$ cat config.mk
export PLATFORM = sky130hd
export DESIGN_NAME = osst_top
export DESIGN_NICKNAME = d
export VERILOG_FILES = /design/src/osst_pkg.sv /design/src/osst_settle_if.sv /design/src/osst_settle_counter.sv /design/src/osst_clock_gate.sv /design/src/osst_top.sv
export VERILOG_INCLUDE_DIRS = /design/src
export SDC_FILE = /design/constraint.sdc
export NUM_CORES = 1
export LEC_CHECK = 0
export BUFFER_PORTS_ARGS = -buffer_cell sky130_fd_sc_hd__buf_2
export CAP_MARGIN = 5
export CORE_MARGIN = 2
export CORE_UTILIZATION = 45
export CTS_BUF_LIST = sky130_fd_sc_hd__clkbuf_16
export CTS_CLUSTER_SIZE = 25
export DETAILED_ROUTE_END_ITERATION = 6
export GPL_TIMING_DRIVEN = 0
export PLACE_DENSITY_LB_ADDON = 0.08
export SLEW_MARGIN = 0
export SYNTH_ARGS = -nofsm -noshare
export SYNTH_HDL_FRONTEND = slang
export SYNTH_HIERARCHICAL = 1
export SYNTH_SLANG_ARGS = --single-unit
$ cat constraint.sdc
create_clock -name aclk -period 3 [get_ports aclk]
set_input_delay 0.6 -clock aclk [delete_from_list [all_inputs] [get_ports aclk]]
set_output_delay 0.6 -clock aclk [all_outputs]
set_load 0.05 [all_outputs]
$ cat src/osst_cfg.svh
// Constants of the oscillator stop and settle timer
// What this block does and what software must do
// [RULE_01] Reset, STOP, x1_halt write clear settle status
// [RULE_02] Count starts when X1 oscillation is started
// [RULE_03] STOP release with X1 running restarts count
// [RULE_04] Status is thermometer coded, bits stay set
// [RULE_05] Select codes map to eight stage waits
// [RULE_06] Count halts at selected wait stage
// [RULE_07] X1 use held off until wait elapses
// [RULE_08] Select register resets to 07H
// [RULE_09] Select takes whole byte writes, bits 2:0
// [RULE_10] Status register read only, bit or byte
// [RULE_11] Software sets select before clearing x1_halt
// [RULE_12] Software writes pin mode before halt register
// [RULE_13] X1 halted only when high speed unused
// [RULE_14] XT1 halted only when main clock used
// [RULE_15] On-chip oscillator halted only when unused
// [RULE_16] Never halt the current CPU clock source
// [RULE_17] Software times XT1 settling itself
// [RULE_18] Run on-chip oscillator, stop XT1 per bits
// [RULE_19] Select wait longer than polled stage
// [RULE_20] Count excludes oscillator startup delay
// [RULE_21] x1_halt bit 7 runs or stops X1
// [RULE_22] Halt register resets to C0H
// [RULE_23] Report main clock source status
// [RULE_24] Count on X1 cycles, status in CPU domain
`ifndef OSST_CFG_SVH
`define OSST_CFG_SVH

// ----------------------------------------------------------------
// Register indices, byte address is four times the index
// ----------------------------------------------------------------
`define OSST_IDX_PIN_MODE   20'hFFFA0
`define OSST_IDX_HALT       20'hFFFA1
`define OSST_IDX_STATUS     20'hFFFA2
`define OSST_IDX_SELECT     20'hFFFA3
`define OSST_IDX_CLK_STATE  20'hFFFA6

// ----------------------------------------------------------------
// Reset values
// ----------------------------------------------------------------
`define OSST_RST_PIN_MODE   8'h00
`define OSST_RST_HALT       8'hC0
`define OSST_RST_STATUS     8'h00
`define OSST_RST_SELECT     3'h7

// ----------------------------------------------------------------
// Field positions
// ----------------------------------------------------------------
`define OSST_BIT_X1_HALT    7
`define OSST_BIT_XT1_HALT   6
`define OSST_BIT_HOCO_HALT  0
`define OSST_BIT_EXT_SEL    7
`define OSST_BIT_OSC_SEL    6
`define OSST_BIT_SUB_EXT    5
`define OSST_BIT_SUB_OSC    4
`define OSST_BIT_CLS        7
`define OSST_BIT_MCS        5
`define OSST_BIT_READY      0
`define OSST_HALT_MASK      8'hC1
`define OSST_PIN_MASK       8'hF7

// ----------------------------------------------------------------
// Stage waits in X1 cycles
// ----------------------------------------------------------------
`define OSST_WAIT_0         19'h00100
`define OSST_WAIT_1         19'h00200
`define OSST_WAIT_2         19'h00400
`define OSST_WAIT_3         19'h00800
`define OSST_WAIT_4         19'h02000
`define OSST_WAIT_5         19'h08000
`define OSST_WAIT_6         19'h20000
`define OSST_WAIT_7         19'h40000

// ----------------------------------------------------------------
// Bus responses
// ----------------------------------------------------------------
`define OSST_RESP_OKAY      2'h0
`define OSST_RESP_SLVERR    2'h2

`endif

$ cat src/osst_pkg.sv
// Types of the oscillator stop and settle timer
package osst_pkg;

  typedef struct packed {
    logic [18:0] count;
    logic [7:0]  status;
    logic        run;
  } osst_cnt_st_t;

  typedef struct packed {
    logic        aw_full;
    logic [31:0] aw_addr;
    logic        w_full;
    logic [31:0] w_data;
    logic [3:0]  w_strb;
    logic        bvalid;
    logic [1:0]  bresp;
    logic        rvalid;
    logic [31:0] rdata;
    logic [1:0]  rresp;
    logic [7:0]  pin_mode;
    logic        pin_locked;
    logic [7:0]  halt;
    logic [2:0]  sel;
    logic        x1_run_d;
  } osst_top_st_t;

endpackage : osst_pkg

$ cat src/osst_settle_if.sv
// Link between register side and settle counter
`timescale 1ns/1ns
interface osst_settle_if;
  logic       clear;
  logic       start;
  logic       tick;
  logic [2:0] sel;
  logic [7:0] status;
  logic       done;

  modport ctl (output clear, output start, output tick, output sel,
               input status, input done);
  modport cnt (input clear, input start, input tick, input sel,
               output status, output done);
endinterface : osst_settle_if

$ cat src/osst_settle_counter.sv
// Settle counter with thermometer stage status
`timescale 1ns/1ns
`include "osst_cfg.svh"
module osst_settle_counter
  import osst_pkg::*;
(
  // Clock and reset
  input  wire logic aclk,
  input  wire logic aresetn,
  // Control and status
  osst_settle_if.cnt sif
);

  osst_cnt_st_t st_reg;
  osst_cnt_st_t st_next;

  function automatic logic [18:0] osst_wait(input logic [2:0] code);
    unique case (code)
      3'h0: osst_wait = `OSST_WAIT_0;
      3'h1: osst_wait = `OSST_WAIT_1;
      3'h2: osst_wait = `OSST_WAIT_2;
      3'h3: osst_wait = `OSST_WAIT_3;
      3'h4: osst_wait = `OSST_WAIT_4;
      3'h5: osst_wait = `OSST_WAIT_5;
      3'h6: osst_wait = `OSST_WAIT_6;
      3'h7: osst_wait = `OSST_WAIT_7;
    endcase
  endfunction : osst_wait

  always_comb begin
    st_next = st_reg;
    if (sif.clear) begin
      st_next.run    = 1'b0;                                // [RULE_01]
      st_next.count  = 19'h00000;
      st_next.status = `OSST_RST_STATUS;
    end else if (sif.start) begin
      st_next.run    = 1'b1;                                // [RULE_02] [RULE_03]
      st_next.count  = 19'h00000;
      st_next.status = `OSST_RST_STATUS;
    end else if (st_reg.run) begin
      // Ticks come only from a running oscillator          [RULE_20] [RULE_24]
      if (sif.tick && (st_reg.count < osst_wait(sif.sel))) begin
        st_next.count = st_reg.count + 19'h00001;           // [RULE_06]
      end
      for (int k = 0; k < 8; k++) begin
        if (st_reg.count >= osst_wait(3'(k))) begin
          st_next.status[7 - k] = 1'b1;                     // [RULE_04] [RULE_05]
        end
      end
    end
  end

  always_ff @(posedge aclk) begin
    if (!aresetn) begin
      st_reg <= '0;                                         // [RULE_01]
    end else begin
      st_reg <= st_next;
    end
  end

  assign sif.status = st_reg.status;
  assign sif.done   = st_reg.run && (st_reg.count >= osst_wait(sif.sel)); // [RULE_07]

endmodule : osst_settle_counter

$ cat src/osst_clock_gate.sv
// Oscillator enables from halt and pin mode bits
`timescale 1ns/1ns
`include "osst_cfg.svh"
module osst_clock_gate
  import osst_pkg::*;
(
  // Control bits
  input  wire logic [7:0] halt,
  input  wire logic [7:0] pin_mode,
  input  wire logic       settle_done,
  // Oscillator controls
  output logic            x1_osc_en,
  output logic            ext_main_valid,
  output logic            x1_clk_use_ok,
  output logic            xt1_osc_en,
  output logic            ext_sub_valid,
  output logic            hoco_en
);

  logic main_on;
  logic sub_on;

  assign main_on        = !halt[`OSST_BIT_X1_HALT];               // [RULE_21]
  assign sub_on         = !halt[`OSST_BIT_XT1_HALT];              // [RULE_18]
  assign x1_osc_en      = main_on && !pin_mode[`OSST_BIT_EXT_SEL]
                          && pin_mode[`OSST_BIT_OSC_SEL];
  assign ext_main_valid = main_on && pin_mode[`OSST_BIT_EXT_SEL]
                          && pin_mode[`OSST_BIT_OSC_SEL];
  assign x1_clk_use_ok  = ext_main_valid || (x1_osc_en && settle_done); // [RULE_07]
  assign xt1_osc_en     = sub_on && !pin_mode[`OSST_BIT_SUB_EXT]
                          && pin_mode[`OSST_BIT_SUB_OSC];          // [RULE_18]
  assign ext_sub_valid  = sub_on && pin_mode[`OSST_BIT_SUB_EXT]
                          && pin_mode[`OSST_BIT_SUB_OSC];
  assign hoco_en        = !halt[`OSST_BIT_HOCO_HALT];             // [RULE_18]

endmodule : osst_clock_gate

$ cat src/osst_top.sv
// Oscillator stop controls and X1 settle timer with AXI4-Lite slave
`timescale 1ns/1ns
`include "osst_cfg.svh"
module osst_top
  import osst_pkg::*;
(
  // Clock and reset
  input  wire logic        aclk,
  input  wire logic        aresetn,
  // AXI4-Lite write address
  input  wire logic        s_axi_awvalid,
  output logic             s_axi_awready,
  input  wire logic [31:0] s_axi_awaddr,
  input  wire logic [2:0]  s_axi_awprot,
  // AXI4-Lite write data
  input  wire logic        s_axi_wvalid,
  output logic             s_axi_wready,
  input  wire logic [31:0] s_axi_wdata,
  input  wire logic [3:0]  s_axi_wstrb,
  // AXI4-Lite write response
  output logic             s_axi_bvalid,
  input  wire logic        s_axi_bready,
  output logic [1:0]       s_axi_bresp,
  // AXI4-Lite read address
  input  wire logic        s_axi_arvalid,
  output logic             s_axi_arready,
  input  wire logic [31:0] s_axi_araddr,
  input  wire logic [2:0]  s_axi_arprot,
  // AXI4-Lite read data
  output logic             s_axi_rvalid,
  input  wire logic        s_axi_rready,
  output logic [31:0]      s_axi_rdata,
  output logic [1:0]       s_axi_rresp,
  // CPU side events and clock status
  input  wire logic        stop_exec,
  input  wire logic        stop_release,
  input  wire logic        x1_tick,
  input  wire logic        cpu_clock_status_sub,
  input  wire logic        main_clock_status_ext,
  // Oscillator controls
  output logic             x1_osc_en,
  output logic             ext_main_valid,
  output logic             x1_clk_use_ok,
  output logic             xt1_osc_en,
  output logic             ext_sub_valid,
  output logic             hoco_en
);

  // ----------------------------------------------------------------
  // State and helpers
  // ----------------------------------------------------------------
  osst_top_st_t st_reg;
  osst_top_st_t st_next;
  osst_settle_if sif ();

  logic        x1_run;
  logic        wr_fire;
  logic        halt_x1_write;
  logic [7:0]  halt_wr_val;
  logic [7:0]  clk_state;

  function automatic logic osst_hit(input logic [31:0] addr,
                                    input logic [19:0] idx);
    osst_hit = (addr == {10'h000, idx, 2'h0});
  endfunction : osst_hit

  function automatic logic [7:0] osst_merge(input logic [7:0] old_val,
                                            input logic [7:0] new_val,
                                            input logic [7:0] mask);
    osst_merge = (old_val & ~mask) | (new_val & mask);
  endfunction : osst_merge

  // ----------------------------------------------------------------
  // Derived controls
  // ----------------------------------------------------------------
  assign x1_run = !st_reg.pin_mode[`OSST_BIT_EXT_SEL]
                  && st_reg.pin_mode[`OSST_BIT_OSC_SEL]
                  && !st_reg.halt[`OSST_BIT_X1_HALT];           // [RULE_02]

  assign wr_fire = st_reg.aw_full && st_reg.w_full && !st_reg.bvalid;

  assign halt_wr_val = osst_merge(st_reg.halt, st_reg.w_data[7:0],
                                  `OSST_HALT_MASK);

  assign halt_x1_write = wr_fire && st_reg.w_strb[0]
                         && osst_hit(st_reg.aw_addr, `OSST_IDX_HALT)
                         && halt_wr_val[`OSST_BIT_X1_HALT];       // [RULE_01]

  always_comb begin
    clk_state                     = 8'h00;
    clk_state[`OSST_BIT_CLS]      = cpu_clock_status_sub;
    clk_state[`OSST_BIT_MCS]      = main_clock_status_ext;      // [RULE_23]
    clk_state[`OSST_BIT_READY]    = x1_clk_use_ok;
  end

  // ----------------------------------------------------------------
  // Settle counter link
  // ----------------------------------------------------------------
  assign sif.clear = stop_exec || halt_x1_write
                     || st_reg.halt[`OSST_BIT_X1_HALT];           // [RULE_01]
  assign sif.start = (x1_run && !st_reg.x1_run_d)
                     || (stop_release && x1_run);                 // [RULE_02] [RULE_03]
  assign sif.tick  = x1_tick && x1_osc_en;                        // [RULE_20]
  assign sif.sel   = st_reg.sel;                                  // [RULE_05]

  osst_settle_counter u_counter (
    .aclk    (aclk),
    .aresetn (aresetn),
    .sif     (sif.cnt)
  );

  osst_clock_gate u_gate (
    .halt           (st_reg.halt),
    .pin_mode       (st_reg.pin_mode),
    .settle_done    (sif.done),
    .x1_osc_en      (x1_osc_en),
    .ext_main_valid (ext_main_valid),
    .x1_clk_use_ok  (x1_clk_use_ok),
    .xt1_osc_en     (xt1_osc_en),
    .ext_sub_valid  (ext_sub_valid),
    .hoco_en        (hoco_en)
  );

  // ----------------------------------------------------------------
  // Bus handshakes
  // ----------------------------------------------------------------
  assign s_axi_awready = !st_reg.aw_full && !st_reg.bvalid;
  assign s_axi_wready  = !st_reg.w_full && !st_reg.bvalid;
  assign s_axi_bvalid  = st_reg.bvalid;
  assign s_axi_bresp   = st_reg.bresp;
  assign s_axi_arready = !st_reg.rvalid;
  assign s_axi_rvalid  = st_reg.rvalid;
  assign s_axi_rdata   = st_reg.rdata;
  assign s_axi_rresp   = st_reg.rresp;

  // ----------------------------------------------------------------
  // Next state
  // ----------------------------------------------------------------
  always_comb begin
    st_next          = st_reg;
    st_next.x1_run_d = x1_run;

    // Write address and data capture in either order
    if (s_axi_awvalid && s_axi_awready) begin
      st_next.aw_full = 1'b1;
      st_next.aw_addr = s_axi_awaddr;
    end
    if (s_axi_wvalid && s_axi_wready) begin
      st_next.w_full = 1'b1;
      st_next.w_data = s_axi_wdata;
      st_next.w_strb = s_axi_wstrb;
    end

    // Write execution
    if (wr_fire) begin
      st_next.aw_full = 1'b0;
      st_next.w_full  = 1'b0;
      st_next.bvalid  = 1'b1;
      st_next.bresp   = `OSST_RESP_OKAY;
      if (osst_hit(st_reg.aw_addr, `OSST_IDX_PIN_MODE)) begin
        // Pin mode takes one write after reset
        if (st_reg.w_strb[0] && !st_reg.pin_locked) begin
          st_next.pin_mode   = st_reg.w_data[7:0] & `OSST_PIN_MASK;
          st_next.pin_locked = 1'b1;
        end
      end else if (osst_hit(st_reg.aw_addr, `OSST_IDX_HALT)) begin
        if (st_reg.w_strb[0]) begin
          st_next.halt = halt_wr_val;                            // [RULE_21]
        end
      end else if (osst_hit(st_reg.aw_addr, `OSST_IDX_SELECT)) begin
        if (st_reg.w_strb[0]) begin
          st_next.sel = st_reg.w_data[2:0];                      // [RULE_09]
        end else begin
          st_next.bresp = `OSST_RESP_SLVERR;                     // [RULE_09]
        end
      end else begin
        // Status and clock state are read only, rest unmapped
        st_next.bresp = `OSST_RESP_SLVERR;                       // [RULE_10]
      end
    end
    if (st_reg.bvalid && s_axi_bready) begin
      st_next.bvalid = 1'b0;
    end

    // Read path
    if (st_reg.rvalid && s_axi_rready) begin
      st_next.rvalid = 1'b0;
    end
    if (s_axi_arvalid && !st_reg.rvalid) begin
      st_next.rvalid = 1'b1;
      st_next.rresp  = `OSST_RESP_OKAY;
      st_next.rdata  = 32'h0000_0000;
      if (osst_hit(s_axi_araddr, `OSST_IDX_PIN_MODE)) begin
        st_next.rdata[7:0] = st_reg.pin_mode;
      end else if (osst_hit(s_axi_araddr, `OSST_IDX_HALT)) begin
        st_next.rdata[7:0] = st_reg.halt;
      end else if (osst_hit(s_axi_araddr, `OSST_IDX_STATUS)) begin
        st_next.rdata[7:0] = sif.status;                         // [RULE_10] [RULE_24]
      end else if (osst_hit(s_axi_araddr, `OSST_IDX_SELECT)) begin
        st_next.rdata[7:0] = {5'h00, st_reg.sel};                // [RULE_09]
      end else if (osst_hit(s_axi_araddr, `OSST_IDX_CLK_STATE)) begin
        st_next.rdata[7:0] = clk_state;                          // [RULE_23]
      end else begin
        st_next.rresp = `OSST_RESP_SLVERR;
      end
    end
  end

  // ----------------------------------------------------------------
  // State register
  // ----------------------------------------------------------------
  always_ff @(posedge aclk) begin
    if (!aresetn) begin
      st_reg          <= '0;
      st_reg.pin_mode <= `OSST_RST_PIN_MODE;
      st_reg.halt     <= `OSST_RST_HALT;                         // [RULE_22]
      st_reg.sel      <= `OSST_RST_SELECT;                       // [RULE_08]
    end else begin
      st_reg <= st_next;
    end
  end

endmodule : osst_top

-- Word level (Yosys, flattened, before mapping)
Memory sizes are Yosys's and may differ from the RTL's. A register that Yosys moved wholly into a read port is not among the register bits.
Index checks and enable logic that the tools add are counted.
- $add $sub $neg: 1
- $mul: 0
- divide/modulo/power cells: 0
- magnitude comparators: 10
- eq/ne operators: 8
- shifts and indexed selects: 0
- muxes and demuxes: 47
- bitwise logic cells: 4
- reduce and logical (&&, ||, !) cells: 61
- operators by type and width (kind ; count):
    2-to-1 mux 19 bit ; 27
    equality test 32 x 22 -> 1 bit (second input constant) ; 8
    greater-or-equal comparator 19 bit ; 9
    2-to-1 mux 8 bit ; 5
    2-to-1 mux 35 bit ; 1
    logical AND 1 bit ; 29
    adder 19 x 1 -> 19 bit (second input constant) ; 1
    less-than comparator 19 bit ; 1
    2-to-1 mux 2 bit ; 9
    AND reduction 2 bit ; 9
    2-to-1 mux 3 bit ; 4
    logical NOT 1 bit ; 11
    bitwise OR 6 x 8 -> 8 bit ; 1
    OR reduction 2 bit ; 3
    AND reduction 5 bit ; 1
    logical OR 1 bit ; 4
    AND reduction 4 bit ; 1
    inverter 1 bit ; 3
    AND reduction 3 bit ; 1
    OR reduction 3 bit ; 1
    nonzero test 2 bit ; 1
    2-to-1 mux 1 bit ; 1
- register bits: 105
- bits in latches: 0
- RAM bits: 0
- ROM bits: 128
- input bits: 118
- output and inout bits: 47
- word-level logic and storage cells: 158
- memories kept: 2
- memory list (memory ; words ; width ; rd ports ; clocked after memory_dff ; wr ports ; line ; RTL):
    (name not given) ; 8 ; 8 ; 1 ; 1 ; 0 ; osst_settle_counter.sv:18 ; unique case (code)
    (name not given) ; 8 ; 8 ; 1 ; 1 ; 0 ; osst_settle_counter.sv:18 ;

-- Depth between registers and ports, before layout
Gate-level depths: netlist of the first run.
- word-level depth: 11
- mapped depth: 14

-- Cells and area by module
The synthesis of the first run kept the hierarchy.
- by module, submodules not included (module ; times used ; cells each ; area each (um2) ; seq. area each (um2)):
    osst_top ; 1 ; 410 ; 3419.5 ; 1381.3
    osst_settle_counter ; 1 ; 206 ; 1704.1 ; 560.5
    osst_clock_gate ; 1 ; 9 ; 52.6 ; 0.0

-- Least setup slack after synthesis of the first run
Ideal clock, no wire load.
- kind: register to register
- from: register sif.sel[0] (netlist name)
- to: register st_reg, in the netlist s_axi_rdata[0]
- arrival: 3442 ps
- data required time: 2941 ps
- path slack: -501 ps
- cell stages (with the launch flop): 14
- path buffers: 0
- period minus slack after synthesis: 3501 ps
- cells stage by stage: dfxtp_1 -> or3b_2 -> ha_1 -> nand4_1 -> or4_1 -> a31o_1 -> a31oi_1 -> o21a_1 -> nor2_1 -> nor2_1 -> and3_1 -> a21oi_1 -> o22ai_1 -> a41o_1
- word-level cells in the longest chain between the ends: 4
- ends and longest elaborated chain (item ; line ; RTL):
    2-to-1 mux 8 bit ; osst_top.sv:199 ; end else if (osst_hit(s_axi_araddr, `OSST_IDX_SELECT)) begin
    2-to-1 mux 8 bit ; osst_top.sv:197 ; end else if (osst_hit(s_axi_araddr, `OSST_IDX_STATUS)) begin
    2-to-1 mux 8 bit ; osst_top.sv:195 ; end else if (osst_hit(s_axi_araddr, `OSST_IDX_HALT)) begin
    2-to-1 mux 8 bit ; osst_top.sv:193 ; if (osst_hit(s_axi_araddr, `OSST_IDX_PIN_MODE)) begin
    end signal, assigned ; osst_top.sv:219 ; st_reg <= st_next;
    end, declared ; osst_top.sv:52 ; osst_top_st_t st_reg;
No other way between the ends.
A chain may end at the register's enable or synchronous reset.

==> run_results.csv, run 1 <==
group,metric,value,unit
die,core_area,11300,um^2
sta,period_share,109,%
global_route,grt.total_usage,20.9,%
critical_path,cp_num_cells,10,
finish,finish.instance_area,6420,um^2
critical_path,crit_path_max_fanout,2,
clocking,hold_buffers,0,
clocking,ctsRootBufferMaster,"clkbuf_16",
detailed_routing,drtPass1Iterations,5,
finish,antenna_cells,0,
logic_synthesis,yosys_register_bits,97,
logic_synthesis,synth_area_leaders,"dfxtp_1, nand2_1, a21boi_0",
critical_path,path_buf_inv,1,
critical_path,cp_slowest_cell,"or4_4",
sta,max_freq,306,MHz
critical_path,crit_arrival,2.66,ns
detailed_routing,via_per_inst,5.22,
detailed_routing,vias,4805,
sta,setup_violations,2,
place,place_area,6000,um^2
finish,largest_reg_flops,54,
sta,timing.hold.ws,0.460,ns
critical_path,critPathMaxStageDelay,0.42,ns
run_status,failed_checks,"setup timing",
sta,grt_setup_unrepaired,"true",
power_and_ir_drop,vdd_drop_max,0.000301,V
place,dp_slack,-0.295,ns
sta,layout_setup_ws,-0.264,ns
place,portBuffers,104,
power_and_ir_drop,p_leak,2.76,nW
finish,fillers,1105,
logic_synthesis,yosysTopAreaCell,"dfxtp_1",
job,cap_violations,0,
sta,slew_headroom,46.2,%
logic_synthesis,synth_top_area_share,37.5,%
place,dp.cells,897,
detailed_routing,drc,0,
critical_path,crit_family,"simple AND/OR/NAND/NOR gates",
finish,fin_nets,901,
logic_synthesis,synthArstFlopShare,0,%
power_and_ir_drop,power_density,458,nW/um^2
critical_path,startpoint_type,"flop",
detailed_routing,routedWlPerCell,14.1,um
die,die-width,111,um
logic_synthesis,yosysWarningCount,6,
die,die_h,111,um
clocking,cts_tree,"yes",
min_path,hp-class,"reg2reg",
place,place_congestion,0.852,
detailed_routing,ant_nets,0,
detailed_routing,dr.first_iter.drc_count,264,
sta,finalHoldViolCount,0,
clocking,clk_path_buf_depth,2,
logic_synthesis,netlist_area,5180,um^2
finish,areaGrowthSynthToFinish,24.1,%
power_and_ir_drop,finalPower,2.94,mW
global_route,grt-ovfl-total,0,
critical_path,reg2reg_depth,15,
clocking,cts_buffers,9,
detailed_routing,wl,13.0,mm
logic_synthesis,synth_edf_count,0,
sta,tightest_slew,0.802,ns
finish,utilization,56.8,%
sta,finalMaxSlewViolations,0,
die,fp-row-count,39,
logic_synthesis,seq_area_frac_synth,37.5,%
critical_path,crit_type,"reg2out",
sta,clock_skew,0.00813,ns
clocking,ctsHtreeMaxLevel,3,
logic_synthesis,postSynthCellCount,625,
critical_path,cp-end-kind,"primary output",
sta,fin_setup_tns,-0.316,ns
die,io_pins,165,
clocking,clk_pin_slew_worst_paths,0.07,ns
global_route,antenna_found_initial,0,
run_status,status,"finished, violations left",
global_route,grt_pass1_wl,21.4,mm
finish,drive_above_1_share,26.1,%
die,die_area,12400,um^2
global_route,first_global_vias,4460,
finish,finalNonFillerCells,921,
place,hpwlAfterDp,9.80,mm
logic_synthesis,synthFlopType,"dfxtp_1",
logic_synthesis,yosysUniqueCellTypes,64,
min_path,whs_path_depth,2,
clocking,cts_sinks,97,
critical_path,cp_data_required_time,2.40,ns
critical_path,crit_chain,"or3b_4, ha_4, nand4_1, or4_4, a31o_1, a31oi_1, o21a_1, nor2_2, nor2_4, buf_8",
global_route,grt_max_degree,16,
die,start_util,45.7,%
clocking,insertion_delay,0.34,ns
logic_synthesis,synth.avg_cell_area,8.28,um^2
sta,fin_crit,3.26,ns
## kinds of logic (layout without fill, tap and decap cells)
family,Yosys count,after routing,synth area share [%]
adder cells (fa/ha/maj),10,10,2.42
AO/OA/AOI/OAI,114,114,15.5
flip-flops,97,97,37.5
AND/OR/NAND/NOR,288,288,30.0
multiplexers,20,20,3.87
other,1,26,0.0724
XOR/XNOR,3,3,0.508
buffers and inverters,92,220,10.1
## per-layer routing
metal,part of all wire [%],up-vias,wire length (um),track usage (%)
met4,2.0,0,253,8.23
met2,47,139,6140,35.1
met3,5.5,20,707,3.06
met1,45,2209,5850,27.0
met5,0,-,0,0
li1,-,2437,-,-
## cell usage after synthesis, types with 3 or more instances
master	instances
nand2_1	124
and3_1	6
nand3b_1	6
nor4b_1	3
o21ai_0	10
a21boi_0	50
clkbuf_1	25
a41o_1	4
o41ai_1	4
ha_1	10
inv_1	18
or4_1	9
xnor2_1	3
nand4_1	17
or4bb_1	3
buf_2	3
or3_1	12
nor2b_1	7
o31ai_1	6
nor2_1	33
nor3_1	6
nand2b_1	6
nand3_1	14
o311ai_1	3
buf_4	44
and2_1	4
a21oi_1	20
mux2i_1	20
nor4_1	10
a31oi_1	3
dfxtp_1	97
## worst min-delay path, stage by stage (launching register included)
cell,delay (ns)
dfxtp_1,0.31
inv_1,0.05
a21oi_1,0.05
## power breakdown
part	switching, mW	total, mW	leakage (nW)	internal, mW
Clock	0.493	1.22	0.152	0.722
Combinational	0.236	0.372	1.82	0.136
Sequential	0.0275	1.35	0.789	1.33
Total	0.756	2.94	2.76	2.19
## layout by cell type (no fill, tap or decap), drive strengths merged, types with 18 or more instances in the layout
cell	synthesis	final
a21boi	50	50
a21oi	20	20
buf	49	161
clkbuf	25	34
conb	1	26
dfxtp	97	97
inv	18	20
mux2i	20	20
nand2	124	124
nand4	18	18
nor2	33	33
## cell type report
cell class | instances | area, um^2 | share of cell area, %
Timing Repair Buffer | 113 | 599 | 9.33
Buffer | 73 | 453 | 7.05
Inverter | 18 | 67.6 | 1.05
Sequential cell | 97 | 1950 | 30.4
Clock inverter | 7 | 85.1 | 1.32
Tap cell | 143 | 179 | 2.78
Clock buffer | 9 | 225 | 3.51
Multi-Input combinational cell | 461 | 2860 | 44.6
## final timing paths
path | from | end | slack, ns
max | sif.sel[2]$_SDFFE_PN1P_ | x1_clk_use_ok | -0.26
min | u_counter/sif.status[6]$_SDFFE_PP0P_ | u_counter/sif.status[6]$_SDFFE_PP0P_ | 0.46
max reg2reg | sif.sel[2]$_SDFFE_PN1P_ | s_axi_rdata[0]$_SDFFE_PN0P_ | -0.05
min reg2reg | u_counter/sif.status[6]$_SDFFE_PP0P_ | u_counter/sif.status[6]$_SDFFE_PP0P_ | 0.46
## timing repair
action / 4_1_cts / 5_1_grt
hold endpoints to repair: 0 / 0
pin swaps: 7 / 5
buffers inserted: 5 / 3
setup endpoints to repair: 13 / 14
resized for setup: 8 / 7
(Power assumes the default switching activity.)
==> inputs of run 2 (changes only) <==
Settings changed: CORE_MARGIN 2 to 4, CORE_UTILIZATION 45 to 46, CTS_CLUSTER_SIZE 25 to 16.
==> run 2 against run 1 <==
Effect of this change: the flow still finishes with violations (setup timing); combinational power barely moved; via count is 1.6% lower; sequential share of layout area rose by 0.083 points; sequential power barely moved; die area grew 5.2%; hold slack lost 0.0012 ns; clock skew is 0.00059 ns lower.
==> run_results.csv, run 2 (same netlist as run 1, synthesis figures left out) <==
group,metric,value,unit
power_and_ir_drop,power_density,462,nW/um^2
sta,period_share,111,%
critical_path,path_buf_inv,1,
critical_path,crit_arrival,2.72,ns
min_path,hold_start,"u_counter/sif.status[1]$_SDFFE_PP0P_",
global_route,use_met2,32.6,%
sta,fin_crit,3.32,ns
run_status,status,"finished, violations left",
place,hpwlAfterDp,9.79,mm
detailed_routing,via_per_inst,5.16,
finish,mostFrequentLayoutCells,"nand2_1, buf_2, dfxtp_1",
critical_path,startpoint_type,"flop",
power_and_ir_drop,vdd_drop_max,0.000297,V
detailed_routing,drtPass1Iterations,5,
critical_path,crit_chain,"or3b_4, ha_4, nand4_1, or4_1, a31o_1, a31oi_1, o21a_1, nor2_2, nor2_4, buf_6",
global_route,grt_pass1_wl,21.1,mm
clocking,ctsRootBufferMaster,"clkbuf_16",
min_path,whs_path_depth,2,
critical_path,crit_type,"reg2out",
power_and_ir_drop,finalPower,2.96,mW
sta,clock_skew,0.00754,ns
critical_path,crit_path_max_fanout,2,
place,portBuffers,104,
finish,areaGrowthSynthToFinish,23.8,%
detailed_routing,wl,12.7,mm
sta,finalMaxSlewViolations,0,
clocking,cts_buffers,9,
clocking,ctsHtreeMaxLevel,3,
finish,antenna_cells,0,
finish,largest_reg_flops,54,
global_route,grt-ovfl-total,0,
critical_path,reg2reg_depth,14,
clocking,cts_tree,"yes",
sta,grt_setup_unrepaired,"true",
critical_path,cp_slowest_cell,"or4_1",
critical_path,rrSetupSlack,0.08,ns
place,place_congestion,0.833,
global_route,met3_usage,3.59,%
die,core_area,10900,um^2
critical_path,rr_startpoint,"sif.sel[2]$_SDFFE_PN1P_",
critical_path,cp-end-kind,"primary output",
place,dp.cells,894,
power_and_ir_drop,p_leak,2.76,nW
die,die_area,13000,um^2
clocking,cts_sinks,97,
min_path,hp-class,"reg2reg",
finish,drive_above_1_share,26.0,%
die,fp-row-count,38,
detailed_routing,routedWlPerCell,13.9,um
global_route,first_global_vias,4475,
finish,utilization,58.6,%
die,io_pins,165,
sta,setup_violations,1,
sta,finalHoldViolCount,0,
global_route,grt.total_usage,20.0,%
detailed_routing,drc,0,
job,cap_violations,0,
clocking,hold_buffers,0,
sta,slew_headroom,30.9,%
die,start_util,47.3,%
critical_path,critPathMaxStageDelay,0.43,ns
global_route,use_met1,26.1,%
critical_path,cp_data_required_time,2.40,ns
sta,tightest_slew,1.02,ns
sta,max_freq,301,MHz
clocking,clk_path_buf_depth,2,
clocking,clk_pin_slew_worst_paths,0.07,ns
die,die_h,114,um
finish,layout_commonest_cell,"nand2_1",
sta,layout_setup_ws,-0.322,ns
global_route,grt_max_degree,17,
finish,fin_nets,900,
critical_path,crit_family,"simple AND/OR/NAND/NOR gates",
detailed_routing,ant_nets,0,
detailed_routing,vias,4728,
detailed_routing,dr.first_iter.drc_count,239,
global_route,antenna_found_initial,0,
finish,finalNonFillerCells,917,
run_status,failed_checks,"setup timing",
critical_path,r2r_end,"s_axi_rdata[0]$_SDFFE_PN0P_",
min_path,holdPathEnd,"u_counter/sif.status[1]$_SDFFE_PP0P_",
global_route,grt_busiest_layer,"met2",
clocking,insertion_delay,0.35,ns
die,die-width,114,um
sta,timing.hold.ws,0.459,ns
[run 2: cell count changes in the layout (fill, tap and decap cells not counted), sizes merged]
cell / before / now
clkbuf: 34 / 33
inv: 20 / 19
clkinv: 2 / 3
[run 2: layout make-up]
| type | instances | area, um^2 |
|---|---|---|
| Buffer | 73 | 452 |
| Clock buffer | 9 | 225 |
| Clock inverter | 7 | 93.8 |
| Fill cell | 1046 | 4530 |
| Inverter | 18 | 67.6 |
| Multi-Input combinational cell | 461 | 2850 |
| Sequential cell | 97 | 1950 |
| Tap cell | 140 | 175 |
| Timing Repair Buffer | 112 | 591 |
[run 2: stage by stage]
stage	setup WS [ns]	TNS, ns	cell area (um^2)
after CTS	-0.369	-0.369	6370
after detailed placement	-0.290	-2.49	5990
after global placement	-0.287	-2.29	5990
after global routing	-0.422	-0.481	6410
final	-0.322	-0.322	6410
after floorplan	0.0549	0	5300
[run 2: timing repair]
action	in CTS	in global routing
hold endpoints to repair	0	0
endpoints found under the setup margin	12	13
buffers inserted	6	2
pin swaps	7	3
gates resized for setup	6	5
[run 2: worst max-delay path by stage]
stage / startpoint / end / slack, ns / cells after the start
2_1_floorplan: sif.sel[2]$_SDFFE_PN1P_ / x1_clk_use_ok / 0.05 / 9
3_3_place_gp: sif.sel[2]$_SDFFE_PN1P_ / x1_clk_use_ok / -0.29 / 10
3_5_place_dp: sif.sel[2]$_SDFFE_PN1P_ / x1_clk_use_ok / -0.29 / 10
4_1_cts: sif.sel[2]$_SDFFE_PN1P_ / x1_clk_use_ok / -0.37 / 10
5_1_grt: sif.sel[2]$_SDFFE_PN1P_ / x1_clk_use_ok / -0.42 / 10
6_report: sif.sel[2]$_SDFFE_PN1P_ / x1_clk_use_ok / -0.32 / 10
[run 2: worst register-to-register path, stage by stage (launching register included)]
cell and delay (ns):
dfxtp_4 0.35, or3b_4 0.40, ha_4 0.27, nand4_1 0.07, or4_1 0.43, a31o_1 0.20
a31oi_1 0.18, o21a_1 0.16, nor2_2 0.05, nor2_4 0.10, buf_4 0.11, and3_1 0.15
a21oi_1 0.05, o22ai_2 0.17, a41o_1 0.18
[run 2: routing by layer]
metal,wire length [um],share of wire (%),vias up
met1,5850,46,2122
met2,5750,45,147
li1,-,-,2437
met4,321,2.5,0
met5,0,0,-
met3,812,6.4,22
[run 2: where the power goes]
| part | leakage, nW | internal, mW | total, mW | switching (mW) |
|---|---|---|---|---|
| Clock | 0.153 | 0.731 | 1.24 | 0.506 |
| Combinational | 1.81 | 0.137 | 0.372 | 0.236 |
| Sequential | 0.789 | 1.33 | 1.35 | 0.0266 |
==> inputs of run 3 (changes only) <==
Settings changed: RECOVER_POWER set to 100.
==> run 3 against run 2 <==
Effect of this change: the flow still finishes with violations (setup timing); sequential share of layout area grew 0.36 points; final cell count is the same; clock power is essentially flat; largest cell class unchanged.
==> run_results.csv, run 3 (same netlist as run 1, synthesis figures left out) <==
group,metric,value,unit
die,die-width,114,um
critical_path,crit_start,"sif.sel[2]$_SDFFE_PN1P_",
finish,drive_above_1_share,22.7,%
sta,setup_violations,12,
global_route,grt-ovfl-total,0,
global_route,first_global_vias,4475,
die,fp-row-count,38,
finish,layout_commonest_cell,"nand2_1",
sta,period_share,111,%
sta,fin_crit,3.32,ns
finish,finish.instance_area,6330,um^2
critical_path,crit_path_max_fanout,2,
power_and_ir_drop,p_leak,2.63,nW
sta,grt_setup_unrepaired,"true",
detailed_routing,routedWlPerCell,14.0,um
clocking,clk_path_buf_depth,2,
clocking,insertion_delay,0.35,ns
global_route,grt_pass1_wl,21.1,mm
sta,max_freq,301,MHz
clocking,cts_tree,"yes",
min_path,hp-class,"reg2reg",
detailed_routing,drtPass1Iterations,5,
critical_path,startpoint_type,"flop",
clocking,ctsHtreeMaxLevel,3,
detailed_routing,wl,12.8,mm
die,io_pins,165,
sta,slew_headroom,30.9,%
clocking,hold_buffers,0,
detailed_routing,vias,4723,
detailed_routing,via_per_inst,5.15,
global_route,antenna_found_initial,0,
detailed_routing,ant_nets,0,
place,dp_slack,-0.290,ns
critical_path,cp_data_required_time,2.40,ns
sta,clock_skew,0.00734,ns
job,cap_violations,0,
detailed_routing,drc,0,
min_path,hold_start,"u_counter/sif.status[1]$_SDFFE_PP0P_",
die,start_util,47.3,%
place,hpwlAfterDp,9.79,mm
place,portBuffers,104,
sta,tightest_slew,1.02,ns
clocking,ctsRootBufferMaster,"clkbuf_16",
sta,layout_setup_ws,-0.321,ns
critical_path,rr_startpoint,"st_reg[117]$_SDFFE_PN0P_",
finish,largest_reg_flops,54,
critical_path,crit_type,"reg2out",
sta,finalHoldViolCount,0,
detailed_routing,dr.first_iter.drc_count,239,
power_and_ir_drop,power_density,467,nW/um^2
finish,antenna_cells,0,
run_status,status,"finished, violations left",
place,place_congestion,0.833,
die,die_area,13000,um^2
die,die_h,114,um
global_route,grt_max_degree,17,
power_and_ir_drop,finalPower,2.96,mW
sta,timing.hold.ws,0.459,ns
place,place_area,5990,um^2
critical_path,cp-end-kind,"primary output",
die,core_area,10900,um^2
clocking,cts_buffers,9,
finish,mostFrequentLayoutCells,"nand2_1, dfxtp_1, buf_2",
critical_path,crit_arrival,2.72,ns
finish,fin_nets,900,
sta,finalMaxSlewViolations,0,
finish,areaGrowthSynthToFinish,22.3,%
clocking,clk_pin_slew_worst_paths,0.07,ns
clocking,cts_sinks,97,
run_status,failed_checks,"setup timing",
power_and_ir_drop,vdd_drop_max,0.000297,V
global_route,grt.total_usage,20.0,%
[run 3: cell count changes in the layout (fill, tap and decap cells not counted), sizes merged]
| cell | change |
|---|---|
| buf | -22 |
| clkbuf | +22 |
[run 3: final timing paths]
path	cells after the start	slack [ns]	endpoint
setup reg to reg	11	-0.08	u_counter/st_reg[12]$_SDFFE_PP0P_
hold reg to reg	2	0.46	u_counter/sif.status[1]$_SDFFE_PP0P_
hold / removal	2	0.46	u_counter/sif.status[1]$_SDFFE_PP0P_
setup / recovery	10	-0.32	x1_clk_use_ok
[run 3: cell type report]
class,instances,area (um^2)
buffer,73,450
clock buffer,9,225
clock inverter,7,93.8
fill,1059,4600
inverter,18,67.6
multi-input combinational,461,2800
sequential,97,1950
tap,140,175
timing repair buffer,112,564
[run 3: metrics by stage]
| stage | util (%) | std cells | setup TNS (ns) |
|---|---|---|---|
| final | 57.9 | 917 | -1.14 |
| after global routing | 57.9 | 917 | -4.64 |
| after CTS | 58.2 | 915 | -0.369 |
| after detailed placement | 54.8 | 894 | -2.49 |
| after global placement | 54.8 | 894 | -2.29 |
| after floorplan | - | 650 | 0 |
[run 3: worst max-delay path, stage by stage, from the launching register on]
cell and delay (ns):
dfxtp_4 0.35, or3b_4 0.40, ha_4 0.27, nand4_1 0.07
or4_1 0.43, a31o_1 0.20, a31oi_1 0.18, o21a_1 0.16
nor2_2 0.05, nor2_4 0.10, buf_6 0.16
[run 3: power breakdown]
group          internal (mW)  total, mW  switching [mW]  leakage (nW)
Clock                  0.731       1.24           0.507         0.153
Sequential              1.33       1.35          0.0267         0.789
Combinational          0.134      0.366           0.233          1.69
[run 3: routing by layer]
layer  vias to the layer above  routed length [um]  GRT usage (%)
li1                       2437                   -              -
met5                         -                   0              0
met1                      2133                5960           26.1
met3                        18                 770           3.59
met4                         0                 288           8.31
met2                       135                5780           32.6
[run 3: what timing repair did]
action | 4_1_cts | 5_1_grt
endpoints found under the hold margin | 0 | 0
pin swaps | 7 | 3
buffers inserted | 6 | 2
endpoints found under the setup margin | 12 | 13
resized for setup | 6 | 5
